<file path="src/pkg/pfd_pkg.sv">
// Field layout and special operand constants for the parcel field decoder
package pfd_pkg;
  // ==========================================================
  // Packing
  localparam int PARCEL_W   = 16;
  localparam int PARCELS    = 4;
  localparam int WORD_W     = PARCEL_W * PARCELS;
  localparam int INSTR_W    = 2 * PARCEL_W;
  localparam int PSEL_W     = 2;
  // ==========================================================
  // Field positions within the 32-bit instruction window
  localparam int G_HI       = 31;
  localparam int G_LO       = 28;
  localparam int H_HI       = 27;
  localparam int H_LO       = 25;
  localparam int I_HI       = 24;
  localparam int I_LO       = 22;
  localparam int J_HI       = 21;
  localparam int J_LO       = 19;
  localparam int K_HI       = 18;
  localparam int K_LO       = 16;
  localparam int GH_W       = 7;
  localparam int G_W        = 4;
  localparam int DES_W      = 3;
  localparam int JK_W       = 6;
  localparam int JKM_W      = 22;
  localparam int IJKM_W     = 24;
  localparam int WADDR_W    = 22;
  // ==========================================================
  // Register widths and special operands
  localparam int A_W        = 24;
  localparam int S_W        = 64;
  localparam int S_SIGN_POS = 63;
  localparam logic [DES_W-1:0] REG_ZERO   = 3'h0;
  localparam logic [A_W-1:0]   A_ZERO_VAL = 24'h000000;
  localparam logic [A_W-1:0]   A_ONE_VAL  = 24'h000001;
  localparam logic [S_W-1:0]   S_ZERO_VAL = 64'h0000000000000000;
  localparam logic [S_W-1:0]   S_SIGN_VAL = 64'h8000000000000000;
  // ==========================================================
  // Operand slots with substitution
  localparam int A_SLOTS    = 3;
  localparam int S_SLOTS    = 2;
endpackage

</file>
<file path="src/pfd_decoder.sv">
// Parcel format field decoder: field extraction and special operands
// Notes on behaviour
// - Accept 16-bit and 32-bit instructions; two parcels may span into next word.
// - Combined format treats j and k as one 6-bit constant or designator.
// - Combined format: g and h are opcode, i is destination.
// - 22-bit immediate: 7-bit opcode, 3-bit result designator, jkm constant.
// - Scalar memory: 4-bit opcode, h index, i source/result, 22-bit displacement.
// - Branch: 7-bit opcode then 24-bit parcel address; i high bit zero.
// - 24-bit immediate recognised by i high bit set; g opcode, h result.
// - Register zero in j or k field yields a generated constant.
// - Special constant skips reservation check and never alters register zero.
// - Register zero in i field delivers real stored contents.
// - Scalar zero as second operand gives only bit 63 set.
// - Address zero as second operand gives the value one.
`timescale 1ns/1ps
module pfd_decoder
  import pfd_pkg::*;
#(
  parameter int AW = 24,
  parameter int SW = 64
)
(
  input  wire logic                         clk_sys,
  input  wire logic                         nrst,
  // Fetch side
  input  wire logic                         in_valid,
  output logic                              in_ready,
  input  wire logic [pfd_pkg::WORD_W-1:0]   word_cur,
  input  wire logic [pfd_pkg::WORD_W-1:0]   word_next,
  input  wire logic [pfd_pkg::PSEL_W-1:0]   parcel_sel,
  input  wire logic                         two_parcel,
  // Register read ports, combinational answer
  output logic      [pfd_pkg::DES_W-1:0]    a_rd_h,
  output logic      [pfd_pkg::DES_W-1:0]    a_rd_i,
  output logic      [pfd_pkg::DES_W-1:0]    a_rd_j,
  output logic      [pfd_pkg::DES_W-1:0]    a_rd_k,
  output logic      [pfd_pkg::DES_W-1:0]    s_rd_i,
  output logic      [pfd_pkg::DES_W-1:0]    s_rd_j,
  output logic      [pfd_pkg::DES_W-1:0]    s_rd_k,
  input  wire logic [AW-1:0]                a_h_data,
  input  wire logic [AW-1:0]                a_i_data,
  input  wire logic [AW-1:0]                a_j_data,
  input  wire logic [AW-1:0]                a_k_data,
  input  wire logic [SW-1:0]                s_i_data,
  input  wire logic [SW-1:0]                s_j_data,
  input  wire logic [SW-1:0]                s_k_data,
  // Issue side
  output logic                              out_valid,
  input  wire logic                         out_ready,
  output logic                              out_two_parcel,
  output logic      [pfd_pkg::GH_W-1:0]     out_opcode_gh,
  output logic      [pfd_pkg::G_W-1:0]      out_opcode_g,
  output logic      [pfd_pkg::DES_W-1:0]    out_fld_h,
  output logic      [pfd_pkg::DES_W-1:0]    out_fld_i,
  output logic      [pfd_pkg::DES_W-1:0]    out_fld_j,
  output logic      [pfd_pkg::DES_W-1:0]    out_fld_k,
  output logic      [pfd_pkg::JK_W-1:0]     out_fld_jk,
  output logic      [pfd_pkg::JKM_W-1:0]    out_imm22,
  output logic      [pfd_pkg::IJKM_W-1:0]   out_imm24,
  output logic                              out_is_imm24,
  output logic                              out_is_branch,
  output logic      [pfd_pkg::WADDR_W-1:0]  out_br_word,
  output logic      [pfd_pkg::PSEL_W-1:0]   out_br_parcel,
  output logic      [AW-1:0]                out_a_h,
  output logic      [AW-1:0]                out_a_i,
  output logic      [AW-1:0]                out_a_j,
  output logic      [AW-1:0]                out_a_k,
  output logic      [SW-1:0]                out_s_i,
  output logic      [SW-1:0]                out_s_j,
  output logic      [SW-1:0]                out_s_k,
  output logic      [pfd_pkg::A_SLOTS-1:0]  out_a_res_chk,
  output logic      [pfd_pkg::S_SLOTS-1:0]  out_s_res_chk
);
  import pfd_pkg::*;

  // ==========================================================
  // Elaboration checks
  generate
    if (AW != A_W) begin : g_bad_aw
      $error("pfd_decoder: AW must match the address register width");
    end
    if (SW != S_W) begin : g_bad_sw
      $error("pfd_decoder: SW must match the scalar register width");
    end
  endgenerate

  // ==========================================================
  // Parcel alignment
  logic [INSTR_W-1:0] win;

  pfd_parcel_align u_align (
    .word_cur   (word_cur),
    .word_next  (word_next),
    .parcel_sel (parcel_sel),
    .two_parcel (two_parcel),
    .instr_win  (win)
  );

  // ==========================================================
  // Field extraction, all format views in parallel
  wire [G_W-1:0]    g_w    = win[G_HI:G_LO];
  wire [DES_W-1:0]  h_w    = win[H_HI:H_LO];
  wire [DES_W-1:0]  i_w    = win[I_HI:I_LO];
  wire [DES_W-1:0]  j_w    = win[J_HI:J_LO];
  wire [DES_W-1:0]  k_w    = win[K_HI:K_LO];
  wire [GH_W-1:0]   gh_w   = win[G_HI:H_LO];
  wire [JK_W-1:0]   jk_w   = win[J_HI:K_LO];
  wire [JKM_W-1:0]  jkm_w  = win[JKM_W-1:0];
  wire [IJKM_W-1:0] ijkm_w = win[IJKM_W-1:0];
  wire              imsb_w = win[I_HI];

  // Long forms only exist with a second parcel
  wire              imm24_w  = two_parcel && imsb_w;
  wire              branch_w = two_parcel && !imsb_w;
  wire [JKM_W-1:0]  imm22_w  = two_parcel ? jkm_w : 22'h000000;
  wire [IJKM_W-1:0] ijkm_q_w = two_parcel ? ijkm_w : 24'h000000;

  // Branch target split: word address over parcel select
  wire [WADDR_W-1:0] br_word_w = ijkm_q_w[IJKM_W-1:PSEL_W];
  wire [PSEL_W-1:0]  br_parc_w = ijkm_q_w[PSEL_W-1:0];

  // ==========================================================
  // Register read addresses
  assign a_rd_h = h_w;
  assign a_rd_i = i_w;
  assign a_rd_j = j_w;
  assign a_rd_k = k_w;
  assign s_rd_i = i_w;
  assign s_rd_j = j_w;
  assign s_rd_k = k_w;

  // ==========================================================
  // Special operand substitution for h, j, k address and j, k scalar
  logic [AW-1:0] a_desig_data [A_SLOTS];
  logic [AW-1:0] a_special    [A_SLOTS];
  logic [AW-1:0] a_opnd       [A_SLOTS];
  logic [DES_W-1:0] a_desig   [A_SLOTS];
  logic [SW-1:0] s_desig_data [S_SLOTS];
  logic [SW-1:0] s_special    [S_SLOTS];
  logic [SW-1:0] s_opnd       [S_SLOTS];
  logic [DES_W-1:0] s_desig   [S_SLOTS];
  logic [A_SLOTS-1:0] a_chk_w;
  logic [S_SLOTS-1:0] s_chk_w;

  // Slot 0 index h, slot 1 first operand j, slot 2 second operand k
  assign a_desig[0]      = h_w;
  assign a_desig[1]      = j_w;
  assign a_desig[2]      = k_w;
  assign a_desig_data[0] = a_h_data;
  assign a_desig_data[1] = a_j_data;
  assign a_desig_data[2] = a_k_data;
  assign a_special[0]    = A_ZERO_VAL;
  assign a_special[1]    = A_ZERO_VAL;
  assign a_special[2]    = A_ONE_VAL;

  // Slot 0 first operand j, slot 1 second operand k
  assign s_desig[0]      = j_w;
  assign s_desig[1]      = k_w;
  assign s_desig_data[0] = s_j_data;
  assign s_desig_data[1] = s_k_data;
  assign s_special[0]    = S_ZERO_VAL;
  assign s_special[1]    = S_SIGN_VAL;

  genvar ga;
  generate
    for (ga = 0; ga < A_SLOTS; ga++) begin : g_a_sub
      pfd_zero_subst #(.W(AW)) u_sub (
        .desig        (a_desig[ga]),
        .reg_data     (a_desig_data[ga]),
        .special      (a_special[ga]),
        .operand      (a_opnd[ga]),
        .need_res_chk (a_chk_w[ga])
      );
    end
    for (ga = 0; ga < S_SLOTS; ga++) begin : g_s_sub
      pfd_zero_subst #(.W(SW)) u_sub (
        .desig        (s_desig[ga]),
        .reg_data     (s_desig_data[ga]),
        .special      (s_special[ga]),
        .operand      (s_opnd[ga]),
        .need_res_chk (s_chk_w[ga])
      );
    end
  endgenerate

  // ==========================================================
  // Handshake: one-deep output stage, stalls when issue stalls
  wire take_w = in_valid && in_ready;
  assign in_ready = out_ready || !out_valid;

  // ==========================================================
  // Output stage registers
  logic                valid_r;
  logic                two_r;
  logic [GH_W-1:0]     gh_r;
  logic [G_W-1:0]      g_r;
  logic [DES_W-1:0]    h_r;
  logic [DES_W-1:0]    i_r;
  logic [DES_W-1:0]    j_r;
  logic [DES_W-1:0]    k_r;
  logic [JK_W-1:0]     jk_r;
  logic [JKM_W-1:0]    imm22_r;
  logic [IJKM_W-1:0]   imm24_r;
  logic                is_imm24_r;
  logic                is_br_r;
  logic [WADDR_W-1:0]  br_word_r;
  logic [PSEL_W-1:0]   br_parc_r;
  logic [AW-1:0]       a_h_r;
  logic [AW-1:0]       a_i_r;
  logic [AW-1:0]       a_j_r;
  logic [AW-1:0]       a_k_r;
  logic [SW-1:0]       s_i_r;
  logic [SW-1:0]       s_j_r;
  logic [SW-1:0]       s_k_r;
  logic [A_SLOTS-1:0]  a_chk_r;
  logic [S_SLOTS-1:0]  s_chk_r;

  wire valid_nxt = take_w || (valid_r && !out_ready);

  always_ff @(posedge clk_sys or negedge nrst) begin
    if (!nrst) begin
      valid_r <= 1'b0;
    end else begin
      valid_r <= valid_nxt;
    end
  end

  // Decoded fields
  always_ff @(posedge clk_sys or negedge nrst) begin
    if (!nrst) begin
      two_r      <= 1'b0;
      gh_r       <= '0;
      g_r        <= '0;
      h_r        <= '0;
      i_r        <= '0;
      j_r        <= '0;
      k_r        <= '0;
      jk_r       <= '0;
    end else if (take_w) begin
      two_r      <= two_parcel;
      gh_r       <= gh_w;
      g_r        <= g_w;
      h_r        <= h_w;
      i_r        <= i_w;
      j_r        <= j_w;
      k_r        <= k_w;
      jk_r       <= jk_w;
    end
  end

  // Immediate and branch fields
  always_ff @(posedge clk_sys or negedge nrst) begin
    if (!nrst) begin
      imm22_r    <= '0;
      imm24_r    <= '0;
      is_imm24_r <= 1'b0;
      is_br_r    <= 1'b0;
      br_word_r  <= '0;
      br_parc_r  <= '0;
    end else if (take_w) begin
      imm22_r    <= imm22_w;
      imm24_r    <= ijkm_q_w;
      is_imm24_r <= imm24_w;
      is_br_r    <= branch_w;
      br_word_r  <= br_word_w;
      br_parc_r  <= br_parc_w;
    end
  end

  // Operands; i slot always carries the true register contents
  always_ff @(posedge clk_sys or negedge nrst) begin
    if (!nrst) begin
      a_h_r   <= '0;
      a_i_r   <= '0;
      a_j_r   <= '0;
      a_k_r   <= '0;
      s_i_r   <= '0;
      s_j_r   <= '0;
      s_k_r   <= '0;
      a_chk_r <= '0;
      s_chk_r <= '0;
    end else if (take_w) begin
      a_h_r   <= a_opnd[0];
      a_i_r   <= a_i_data;
      a_j_r   <= a_opnd[1];
      a_k_r   <= a_opnd[2];
      s_i_r   <= s_i_data;
      s_j_r   <= s_opnd[0];
      s_k_r   <= s_opnd[1];
      a_chk_r <= a_chk_w;
      s_chk_r <= s_chk_w;
    end
  end

  // ==========================================================
  // Outputs
  assign out_valid      = valid_r;
  assign out_two_parcel = two_r;
  assign out_opcode_gh  = gh_r;
  assign out_opcode_g   = g_r;
  assign out_fld_h      = h_r;
  assign out_fld_i      = i_r;
  assign out_fld_j      = j_r;
  assign out_fld_k      = k_r;
  assign out_fld_jk     = jk_r;
  assign out_imm22      = imm22_r;
  assign out_imm24      = imm24_r;
  assign out_is_imm24   = is_imm24_r;
  assign out_is_branch  = is_br_r;
  assign out_br_word    = br_word_r;
  assign out_br_parcel  = br_parc_r;
  assign out_a_h        = a_h_r;
  assign out_a_i        = a_i_r;
  assign out_a_j        = a_j_r;
  assign out_a_k        = a_k_r;
  assign out_s_i        = s_i_r;
  assign out_s_j        = s_j_r;
  assign out_s_k        = s_k_r;
  // No write port here: register zero is only ever read
  assign out_a_res_chk  = a_chk_r;
  assign out_s_res_chk  = s_chk_r;
endmodule // pfd_decoder

</file>
<file path="src/pfd_parcel_align.sv">
// Picks the one- or two-parcel instruction window out of two fetched words
`timescale 1ns/1ps
module pfd_parcel_align
  import pfd_pkg::*;
(
  input  wire logic [pfd_pkg::WORD_W-1:0]  word_cur,
  input  wire logic [pfd_pkg::WORD_W-1:0]  word_next,
  input  wire logic [pfd_pkg::PSEL_W-1:0]  parcel_sel,
  input  wire logic                        two_parcel,
  output logic      [pfd_pkg::INSTR_W-1:0] instr_win
);
  // ==========================================================
  // Parcel slicing, parcel 0 leftmost
  logic [PARCEL_W-1:0] parc [PARCELS];
  genvar gi;
  generate
    for (gi = 0; gi < PARCELS; gi++) begin : g_parc
      assign parc[gi] = word_cur[WORD_W-1-gi*PARCEL_W -: PARCEL_W];
    end
  endgenerate

  // ==========================================================
  // Second parcel wraps into parcel 0 of the next word
  wire                 wrap_w   = (parcel_sel == 2'h3);
  wire [PSEL_W-1:0]    sel2_w   = PSEL_W'(parcel_sel + 2'h1);
  wire [PARCEL_W-1:0]  first_w  = parc[parcel_sel];
  wire [PARCEL_W-1:0]  second_w = wrap_w ? word_next[WORD_W-1 -: PARCEL_W]
                                         : parc[sel2_w];
  // One-parcel forms leave the low half zero so stale bits never leak
  assign instr_win = {first_w, two_parcel ? second_w : 16'h0000};
endmodule // pfd_parcel_align

</file>
<file path="src/pfd_zero_subst.sv">
// Swaps a register-zero operand for its generated constant
`timescale 1ns/1ps
module pfd_zero_subst
  import pfd_pkg::*;
#(
  parameter int W = 24
)
(
  input  wire logic [pfd_pkg::DES_W-1:0] desig,
  input  wire logic [W-1:0]              reg_data,
  input  wire logic [W-1:0]              special,
  output logic      [W-1:0]              operand,
  output logic                           need_res_chk
);
  // ==========================================================
  // Substitution
  wire is_zero_w = (desig == REG_ZERO);
  assign operand      = is_zero_w ? special : reg_data;
  // Constants bypass the reservation scoreboard entirely
  assign need_res_chk = !is_zero_w;
endmodule // pfd_zero_subst

</file>
<file path="config.mk">
export PLATFORM = sky130hd
export DESIGN_NAME = pfd_decoder
export DESIGN_NICKNAME = d
export VERILOG_FILES = /design/src/pkg/pfd_pkg.sv /design/src/pfd_decoder.sv /design/src/pfd_parcel_align.sv /design/src/pfd_zero_subst.sv
export SDC_FILE = /design/constraint.sdc
export NUM_CORES = 1
export LEC_CHECK = 0
export BUFFER_PORTS_ARGS = -buffer_cell sky130_fd_sc_hd__buf_2
export CORE_AREA = 4 4 326 328
export DETAILED_ROUTE_END_ITERATION = 10
export DIE_AREA = 0 0 330 332
export MAX_ROUTING_LAYER = met4
export PLACE_DENSITY = 0.32
export SLEW_MARGIN = 20
export SYNTH_ARGS = -nofsm -noshare
export SYNTH_HDL_FRONTEND = slang
export SYNTH_SLANG_ARGS = --single-unit
</file>
<file path="constraint.sdc">
create_clock -name clk_sys -period 2 [get_ports clk_sys]
set_input_delay 0 -clock clk_sys [delete_from_list [all_inputs] [get_ports clk_sys]]
set_output_delay 0 -clock clk_sys [all_outputs]
set_load 0.05 [all_outputs]
</file>
* Word level (Yosys, flattened, before mapping)
Cells that the tools add are included.
** Cells by class
- $add $sub $neg :: 1
- Shifts and indexed selects :: 0
- Div/mod/pow operators :: 0
- Eq/ne operators :: 1
- Bitwise logic cells :: 2
- Mux-type cells :: 14
- Reduce and logical (&&, ||, !) cells :: 15
- Multiply operators :: 0
- Magnitude comparators :: 2
** Operators with widths (number)
- two-way mux 64 bit :: 2
- two-way mux 24 bit :: 4
- two-way mux 16 bit :: 5
- binary-select mux 16 bit (select 2 bit) :: 2
- two-way mux 22 bit :: 1
- logical NOT 3 bit :: 3
- >= comparator 3 bit (second input constant) :: 2
- logical NOT 1 bit :: 6
- inverter 2 -> 3 bit :: 2
- logical AND 1 bit :: 4
- adder 2 x 1 -> 2 bit (second input constant) :: 1
- == test 2 bit (second input constant) :: 1
- logical OR 1 bit :: 2
** Word-level totals
- Latch bits :: 0
- Output and inout port bits :: 418
- Memory bits (writable) :: 0
- Input bits :: 423
- Register bits :: 396
- Memories kept :: 0
- Bits in read-only memories :: 0
- Word-level logic and storage cells :: 59

* Longest topological paths before layout
Gate-level depths: netlist of the first run.
- Word-level depth :: 7
- Mapped depth :: 7
- Gate-level depth less buffers :: 4

* Hierarchy
Synthesis of the first run repeated with hierarchy kept, for this count alone.
** Second synthesis, totals
- Cell total of the unflattened synthesis :: 1165
- Area total of the unflattened synthesis :: 16915.0 um^2
** Modules (own cells, without submodules)
- pfd_decoder :: sequential area each 8433.1 um^2, cells an instance 837, instances 1, area an instance 13256.5 um^2
- pfd_zero_subst (g_s_sub[0].u_sub ...) :: sequential area each 0.0 um^2, cells an instance 73, instances 2, area an instance 803.3 um^2
- pfd_parcel_align :: sequential area each 0.0 um^2, cells an instance 98, instances 1, area an instance 1113.6 um^2
- pfd_zero_subst (g_a_sub[0].u_sub ...) :: sequential area each 0.0 um^2, cells an instance 28, instances 3, area an instance 312.8 um^2

* Worst setup path after synthesis of the first run
OpenSTA, ideal clock, no wires.
- Kind :: flip-flop to flip-flop
- Start :: register valid_r (netlist: out_valid)
- End :: register a_j_r[14] (netlist: out_a_j[14])
- Buffers on the path :: 2
- Slack :: 0.040 ns
- Data arrival time :: 1.882 ns
- Library setup time :: 0.078 ns
- Data required time :: 1.922 ns
- Stages on the path, launching flop included :: 6
- Clock period less this slack :: 1.960 ns
- Cells stage by stage :: dfrtp_1 nand2b_1 clkbuf_1 clkbuf_1 nand3_1 o2bb2ai_1
** On the way
- Word-level cells in the longest chain between the ends :: 3
** Ends and longest elaborated chain
- start, declared :: line pfd_decoder.sv:193 : logic valid_r;
- start signal, assigned :: line pfd_decoder.sv:224 : valid_r <= valid_nxt;
- logical NOT 1 bit :: line pfd_decoder.sv:189 : assign in_ready = out_ready || !out_valid;
- logical OR 1 bit :: line pfd_decoder.sv:189
- via in_ready :: line pfd_decoder.sv:27 : output logic in_ready,
- logical AND 1 bit :: line pfd_decoder.sv:188 : wire take_w = in_valid && in_ready;
- end signal, assigned :: line pfd_decoder.sv:285 : a_j_r <= a_opnd[1];
- end, declared :: line pfd_decoder.sv:210 : logic [AW-1:0] a_j_r;
The timed path passes the listed nets, and every way through them passes these cells.
A chain may end at the register's enable or synchronous reset.

* Final worst setup path of the first run
- Start :: register valid_r (netlist: out_valid)
- End :: register a_h_r[10] (netlist: out_a_h[10])
** On the way
- Word-level cells in the longest chain between the ends :: 3
** Ends and longest elaborated chain
- logical NOT 1 bit :: line pfd_decoder.sv:189
- logical OR 1 bit :: line pfd_decoder.sv:189
- logical AND 1 bit :: line pfd_decoder.sv:188
- end signal, assigned :: line pfd_decoder.sv:283 : a_h_r <= a_opnd[0];
- end, declared :: line pfd_decoder.sv:208 : logic [AW-1:0] a_h_r;
No other way between the ends.

==> summary.txt, run 1 <==
Routing
  – Vias: ~14000
  – DR pass1 iterations: 4
  – DR vias/cell: between 3 and 4
  – Post-route DRC: 0
  – Detailed Route WL: ~68 mm
  – Drt wl/cell: approximately 19 µm
  – DR iter-0 viols: 445
  – Antenna-violating nets left: 0

Timing
  – Setup Viol. Count Final: 0
  – Fmax: ~530 MHz
  – Slew Limit Fails: 0
  – Fin. Hold Viols: 0
  – Slew headroom: ~62%
  – Worst-margin pin slew: around 0.57 ns
  – Final worst slack: 0.09688 ns
  – Setup TNS: 0 ns
  – Fin crit period: 1.903 ns
  – Skew final: 0.01804 ns
  – RSZ-0062 raised after global routing: no
  – Final Cycle Share: between 90% and 100%

Final layout
  – Fraction of layout cells with a size suffix above 1: 46.75%
  – Most frequent cells in the layout: buf_2 (790), dlygate4sd3_1 (411), dfrtp_1 (335), o2bb2ai_1 (215), nand3_1 (198)
  – Final Net Count: roughly 2700
  – Multi-input logic area: slightly above 0.005 mm²
  – Register Area: ~0.0084 mm²
  – Most common cell after layout, fill and taps aside: buf_2
  – Fillers: 11030
  – Layout area overhead: 75.00%

Setup path
  – Worst-path maximum fanout: 38
  – CP Capture Type: flip-flop
  – Worst EP arrival: roughly 2.3 ns
  – CP Class: flip-flop to flip-flop
  – Critical path data required time: ~2.4 ns
  – Worst Setup Start Kind: flip-flop

Logic synthesis
  – Sequential share of the synthesized area: roughly 57%
  – Synth Register Bits: around 340
  – Yosys top cell area share: a little under three fifths
  – Ranking of synthesized cells by area: dfrtp_1 (57%), o2bb2ai_1 (13%), mux2_2 (8.0%), nand3_1 (6.8%), mux4_2 (4.9%)
  – Area of the mapped netlist: 0.01466 mm²
  – Syn Nets: approximately 1600
  – Yosys top cell by area: dfrtp_1
  – Synth unique cells: 22
  – Synth Warn #: 0
  – Syn Area/Cell: ~13 µm²
  – Post-synthesis cell count: ~1100

Place
  – Pre-CTS setup slack: about 0.11 ns
  – GP Congestion: about 0.8
  – Buffers on Ports: 792
  – Detail Placement HPWL: approximately 48 mm

Die
  – Core area: roughly 0.10 mm²
  – Rows: between 100 and 150
  – Die Y: between 300 and 400 µm
  – Die Width: roughly 330 µm
  – Die area: 0.1096 mm²
  – Initial Utilization: approximately 14%
  – Top-level I/O count: about 840

Clock network
  – CTS root buf: clkbuf_16
  – Clk buf depth: 3
  – Clock buffer count from CTS: 44
  – Worst-path clk slew: 0.06 ns
  – Worst-Skew Late Latency: approximately 0.58 ns
  – Sink Count: 335
  – CTS tree: done
  – H-tree depth: 2

Run
  – Max cap viols: 0

Global route
  – Vias in the first global route: between 15000 and 20000
  – Largest net degree at the start of global routing: 94
  – Total global routing overflow: 0
  – Initial antenna violation count: 3
  – First-pass GRT wire length: slightly below 100 mm
  – Overall routing resource usage: approximately 12%

Power
  – PwrDens: about 1000 mW/mm²
  – Total Power: 25.70 mW
  – Leak: around 12 nW
  – Max IR drop VDD: between 600 and 700 µV

Run status
  – Status: completed

Worst hold path
  – Hold Crit Class: primary input to flip-flop
-- critical path: stages (launching register included) --
cell           delay (ns)
dfrtp_1              0.41
nand2b_4             0.22
nand2_4              0.15
buf_16               0.20
o2bb2ai_1            0.16
dlygate4sd3_1        0.57
-- final timing paths --
path                       cells after the start                    from  slack, ns                   endpoint
min in group asynchronous                      3                    nrst       0.47     out_a_j[5]$_DFFE_PN0P_
min reg2reg                                    1  out_a_j[5]$_DFFE_PN0P_       0.48     out_a_j[5]$_DFFE_PN0P_
max reg2reg                                    5     out_valid$_DFF_PN0_        0.1    out_a_h[10]$_DFFE_PN0P_
max                                            5     out_valid$_DFF_PN0_        0.1    out_a_h[10]$_DFFE_PN0P_
max in group asynchronous                      4                    nrst       0.84    out_a_h[10]$_DFFE_PN0P_
min                                            3             word_cur[7]       0.06  out_imm24[23]$_DFFE_PN0P_
-- synth_stat cells, drive strengths merged --
cell     instances
mux4            32
o22a             2
a22o             9
nand2            1
mux2           104
a21oi            6
nand2b           2
ha               1
dfrtp          335
and3             1
nand3          199
o2bb2ai        215
clkbuf          74
buf            122
nand3b           2
nor3             3
mux2i           16
and2             1
a21o             1
-- repair_timing --
action,CTS,global route
gates resized for setup,0,5
endpoints found under the setup margin,0,29
setup buffers,0,1
hold buffers,412,0
endpoints found under the hold margin,651,0
-- layer usage --
metal  GRT usage, %  up-vias  routed length (µm)
li1               -     6396                   -
met1          13.78     7103               27420
met2          20.80      567               33890
met3          3.295       72                5135
met4          2.811        0                1387
met5              -        -                   0
-- cells by family (layout without fill, tap and decap cells) --
group | Yosys count | after routing | synth area share [%]
DFF | 335 | 335 | 57.18
and+or+nand+nor | 209 | 209 | 7.425
AOI/OAI and AO/OA | 233 | 233 | 13.76
muxes | 152 | 152 | 14.00
buffers and inverters | 196 | 1344 | 7.561
adders and majority gates | 1 | 1 | 0.08533
other | 0 | 1 | 0
-- report_power, final --
group          internal (mW)  switching, mW  leakage (nW)
Clock                   4.79           3.15         0.706
Sequential              7.78          0.640          4.09
Combinational           2.74           6.60          6.76
Total                   15.3           10.4          11.6
-- registers in the layout, indices dropped and copies added (netlist names), 2 cells and up --
register,flops
out_imm22,21
out_a_i,24
out_opcode_gh,7
out_fld_i,3
out_a_k,24
out_a_j,24
out_fld_j,3
out_imm24,3
out_a_h,24
out_fld_k,2
out_a_res_chk,3
out_s_i,64
out_s_j,64
out_s_k,64
-- final cells by class --
cell class                      instances  share of cell area (%)
Timing Repair Buffer                 1266                   34.73
Clock buffer                           68                   5.159
Clock inverter                         10                  0.4584
Multi-Input combinational cell        595                   20.24
Antenna cell                            1                0.009753
Tap cell                             1380                   6.730
Sequential cell                       335                   32.67
-- through the flow --
step	area (µm²)	utilization (%)	hold WS, ns	cells
finish	25660	24.86	0.05804	3655
global route	25660	24.86	0.03171	3655
CTS	25600	24.80	0.01641	3652
detailed placement	20020	19.39	0.02938	3162
global placement	20020	19.39	0.02147	3162
floorplan	14660	-	-0.2956	1126
No activity file was read; power rests on OpenSTA's default activity.
==> inputs of run 2 (changes only) <==
Settings changed: CORE_AREA 4 4 326 328 to 4 4 322 324, DIE_AREA 0 0 330 332 to 0 0 326 328, MAX_ROUTING_LAYER met4 to not set, PLACE_DENSITY 0.32 to 0.33.
Clock period 2 ns to 1.55 ns, I/O delays scaled along.
==> summary.txt, run 2 (same netlist as run 1, synthesis figures left out) <==
Timing
  – Setup Viol. Count Final: 2 (+2)
  – Final worst slack: -0.005591 ns (-0.1025 ns)
  – Worst-margin pin slew: 0.7226 ns (+0.1537 ns)
  – RSZ-0062 raised after global routing: yes
  – Slew headroom: 51.83% (-10 points)
  – Final Cycle Share: 100.4%
  – Fin. Hold Viols: 0 (unchanged)
  – Slew Limit Fails: 0 (unchanged)
  – Skew final: 0.008916 ns (-0.009120 ns)
  – Hold Slack: 0.08203 ns (+0.02399 ns)
  – Fmax: between 600 and 700 MHz
  – Fin crit period: between 1.5 and 2 ns

Worst hold path
  – Hold Path Depth: 4 (+1)
  – Hold Crit Class: primary input to flip-flop

Routing
  – DR pass1 iterations: 6 (+2)
  – Drt wl/cell: 19.76 µm (+6.5%)
  – Vias: 14100 (-0.26%)
  – Antenna-violating nets left: 0 (unchanged)
  – Post-route DRC: 0 (unchanged)
  – Detailed Route WL: 71.30 mm (+5.1%)
  – DR iter-0 viols: 490 (+10%)
  – DR vias/cell: 3.908 (+1.0%)

Final layout
  – Fraction of layout cells with a size suffix above 1: 49.33% (+2.6 points)
  – Layout area overhead: 73.66%
  – Fin area: 0.02546 mm² (-0.77%)
  – Most frequent cells in the layout: buf_2 (787), dlygate4sd3_1 (340), dfrtp_1 (334), o2bb2ai_1 (215), nand3_1 (199)
  – Non-Filler Instances: 3608 (-1.3%)
  – Final Net Count: 2633 (-1.2%)
  – Post-layout util: 25.17% (+0.31 points)
  – Most common cell after layout, fill and taps aside: buf_2

Setup path
  – R2R depth: 4 (-1)
  – Slowest stage delay, CP: 0.60 ns (+0.03 ns)
  – Worst-path cell chain: dlygate4sd3_1 > buf_2 > mux4_2 > dlygate4sd3_1 > mux2_2
  – Worst EP arrival: 2.01 ns (-0.33 ns)
  – Worst-path maximum fanout: 2 (-95%)
  – CP Class: primary input to flip-flop
  – Slowest stage cell, crit path: dlygate4sd3_1
  – Worst Setup Start Kind: primary input
  – Critical path data required time: 2.01 ns (-0.43 ns)
  – Most common cell on crit path: dlygate4sd3_1
  – CP Capture Type: flip-flop

Clock network
  – Clk buf depth: 3 (unchanged)
  – CTS root buf: clkbuf_16
  – Clock buffer count from CTS: 43 (-2.3%)
  – H-tree depth: 2 (unchanged)
  – Worst-Skew Late Latency: 0.57 ns (about the same)
  – CTS tree: done
  – Worst-path clk slew: 0.06 ns (about the same)
  – Sink Count: 335 (unchanged)

Power
  – Max IR drop VDD: 663.8 µV (+8.1%)
  – Leak: 11.67 nW (+0.91%)
  – Sw Ratio: 40.20% (-0.21 points)
  – Switching pwr: 13.35 mW (+29%)
  – Int Power: 19.86 mW (+30%)
  – Combinational fraction of design power: 36.5% (+0.2 points)
  – PwrDens: 1304 mW/mm² (+30%)
  – Clk pwr share: 30.7% (-0.2 points)
  – Sequential cell fraction of total power: 32.8% (about the same)

Place
  – Detail Placement HPWL: 53.61 mm (+11%)
  – Buffers on Ports: 792 (unchanged)
  – GP Congestion: 0.8228 (+2.3%)
  – Placed insts: 3185 (+0.73%)
  – Post-DP Area: 0.02043 mm² (+2.1%)

Global route
  – Overall routing resource usage: 12.63% (+0.62 points)
  – Vias in the first global route: 15450 (+0.70%)
  – Largest net degree at the start of global routing: 102 (+8.5%)
  – Total global routing overflow: 0 (unchanged)
  – First-pass GRT wire length: 102.4 mm (+4.1%)
  – Initial antenna violation count: 4 (+1)

Die
  – Core area: 0.1012 mm² (-2.0%)
  – Top-level I/O count: 841 (unchanged)
  – Initial Utilization: 14.49% (+0.29 points)
  – Die area: 0.1069 mm² (-2.4%)
  – Rows: 117 (-0.85%)
  – Die Width: 326 µm (-1.2%)
  – Die Y: 328 µm (-1.2%)

Run status
  – Failing checks: negative setup slack
  – Status: finished, violations left

Run
  – Max cap viols: 0 (unchanged)
-- run 2: power groups by stage --
stage               clock network [mW]  registers (mW)  logic, mW
floorplan                            0            15.5       3.50
global placement                     0            11.0       11.4
detailed placement                   0            11.0       11.4
CTS                               10.6            10.9       12.3
global route                      11.0            11.0       12.7
finish                            10.2            10.9       12.1
-- run 2: worst paths after layout --
| kind | startpoint | end | slack (ns) |
|---|---|---|---|
| worst max-delay path | word_cur[14] | out_opcode_gh[5]$_DFFE_PN0P_ | -0.006 |
| worst min-delay path | word_cur[56] | out_is_branch$_DFFE_PN0P_ | 0.08 |
| worst max register to register | out_valid$_DFF_PN0_ | out_s_i[17]$_DFFE_PN0P_ | 0.04 |
| worst min register to register | out_s_j[5]$_DFFE_PN0P_ | out_s_j[5]$_DFFE_PN0P_ | 0.48 |
| max in group asynchronous | nrst | out_a_j[5]$_DFFE_PN0P_ | 0.51 |
| min in group asynchronous | nrst | out_s_k[24]$_DFFE_PN0P_ | 0.55 |
-- run 2: metrics by stage --
step | setup slack, ns | power [mW] | TNS [ns]
after floorplan | -0.02192 | 18.96 | -0.3478
after global placement | -0.3412 | 22.43 | -41.41
after detailed placement | -0.3550 | 22.42 | -44.23
after CTS | 0.002252 | 33.79 | 0
after global routing | -0.03202 | 34.68 | -0.8723
final | -0.005591 | 33.21 | -0.008762
-- run 2: worst max-delay path, delay by kind of cell --
| kind | cells | cell delay [ns] |
|---|---|---|
| buf+inv | 3 | 1.27 |
| mux | 2 | 0.74 |
-- run 2: routing by layer --
metal / part of all wire, % / track usage, % / routed length [µm]
met4: 3.7 / 4.708 / 2622
met1: 37 / 13.66 / 26510
met3: 5.6 / 2.927 / 3958
met5: 0 / 0 / 0
met2: 54 / 23.83 / 38210
-- run 2: area by class of cell --
type	instances	area, µm²
fill	10780	75700
clock buffer	64	1297
timing repair buffer	1234	8706
tap	1368	1712
sequential	335	8384
multi-input combinational	595	5229
clock inverter	10	127.6
antenna	2	5.005
-- run 2: timing repair --
action,in CTS,in global routing
resized for setup,8,5
setup endpoints to repair,15,108
pin swaps,0,0
endpoints found under the hold margin,650,0
gates cloned,1,2
hold buffers,341,0
buffers inserted,3,0
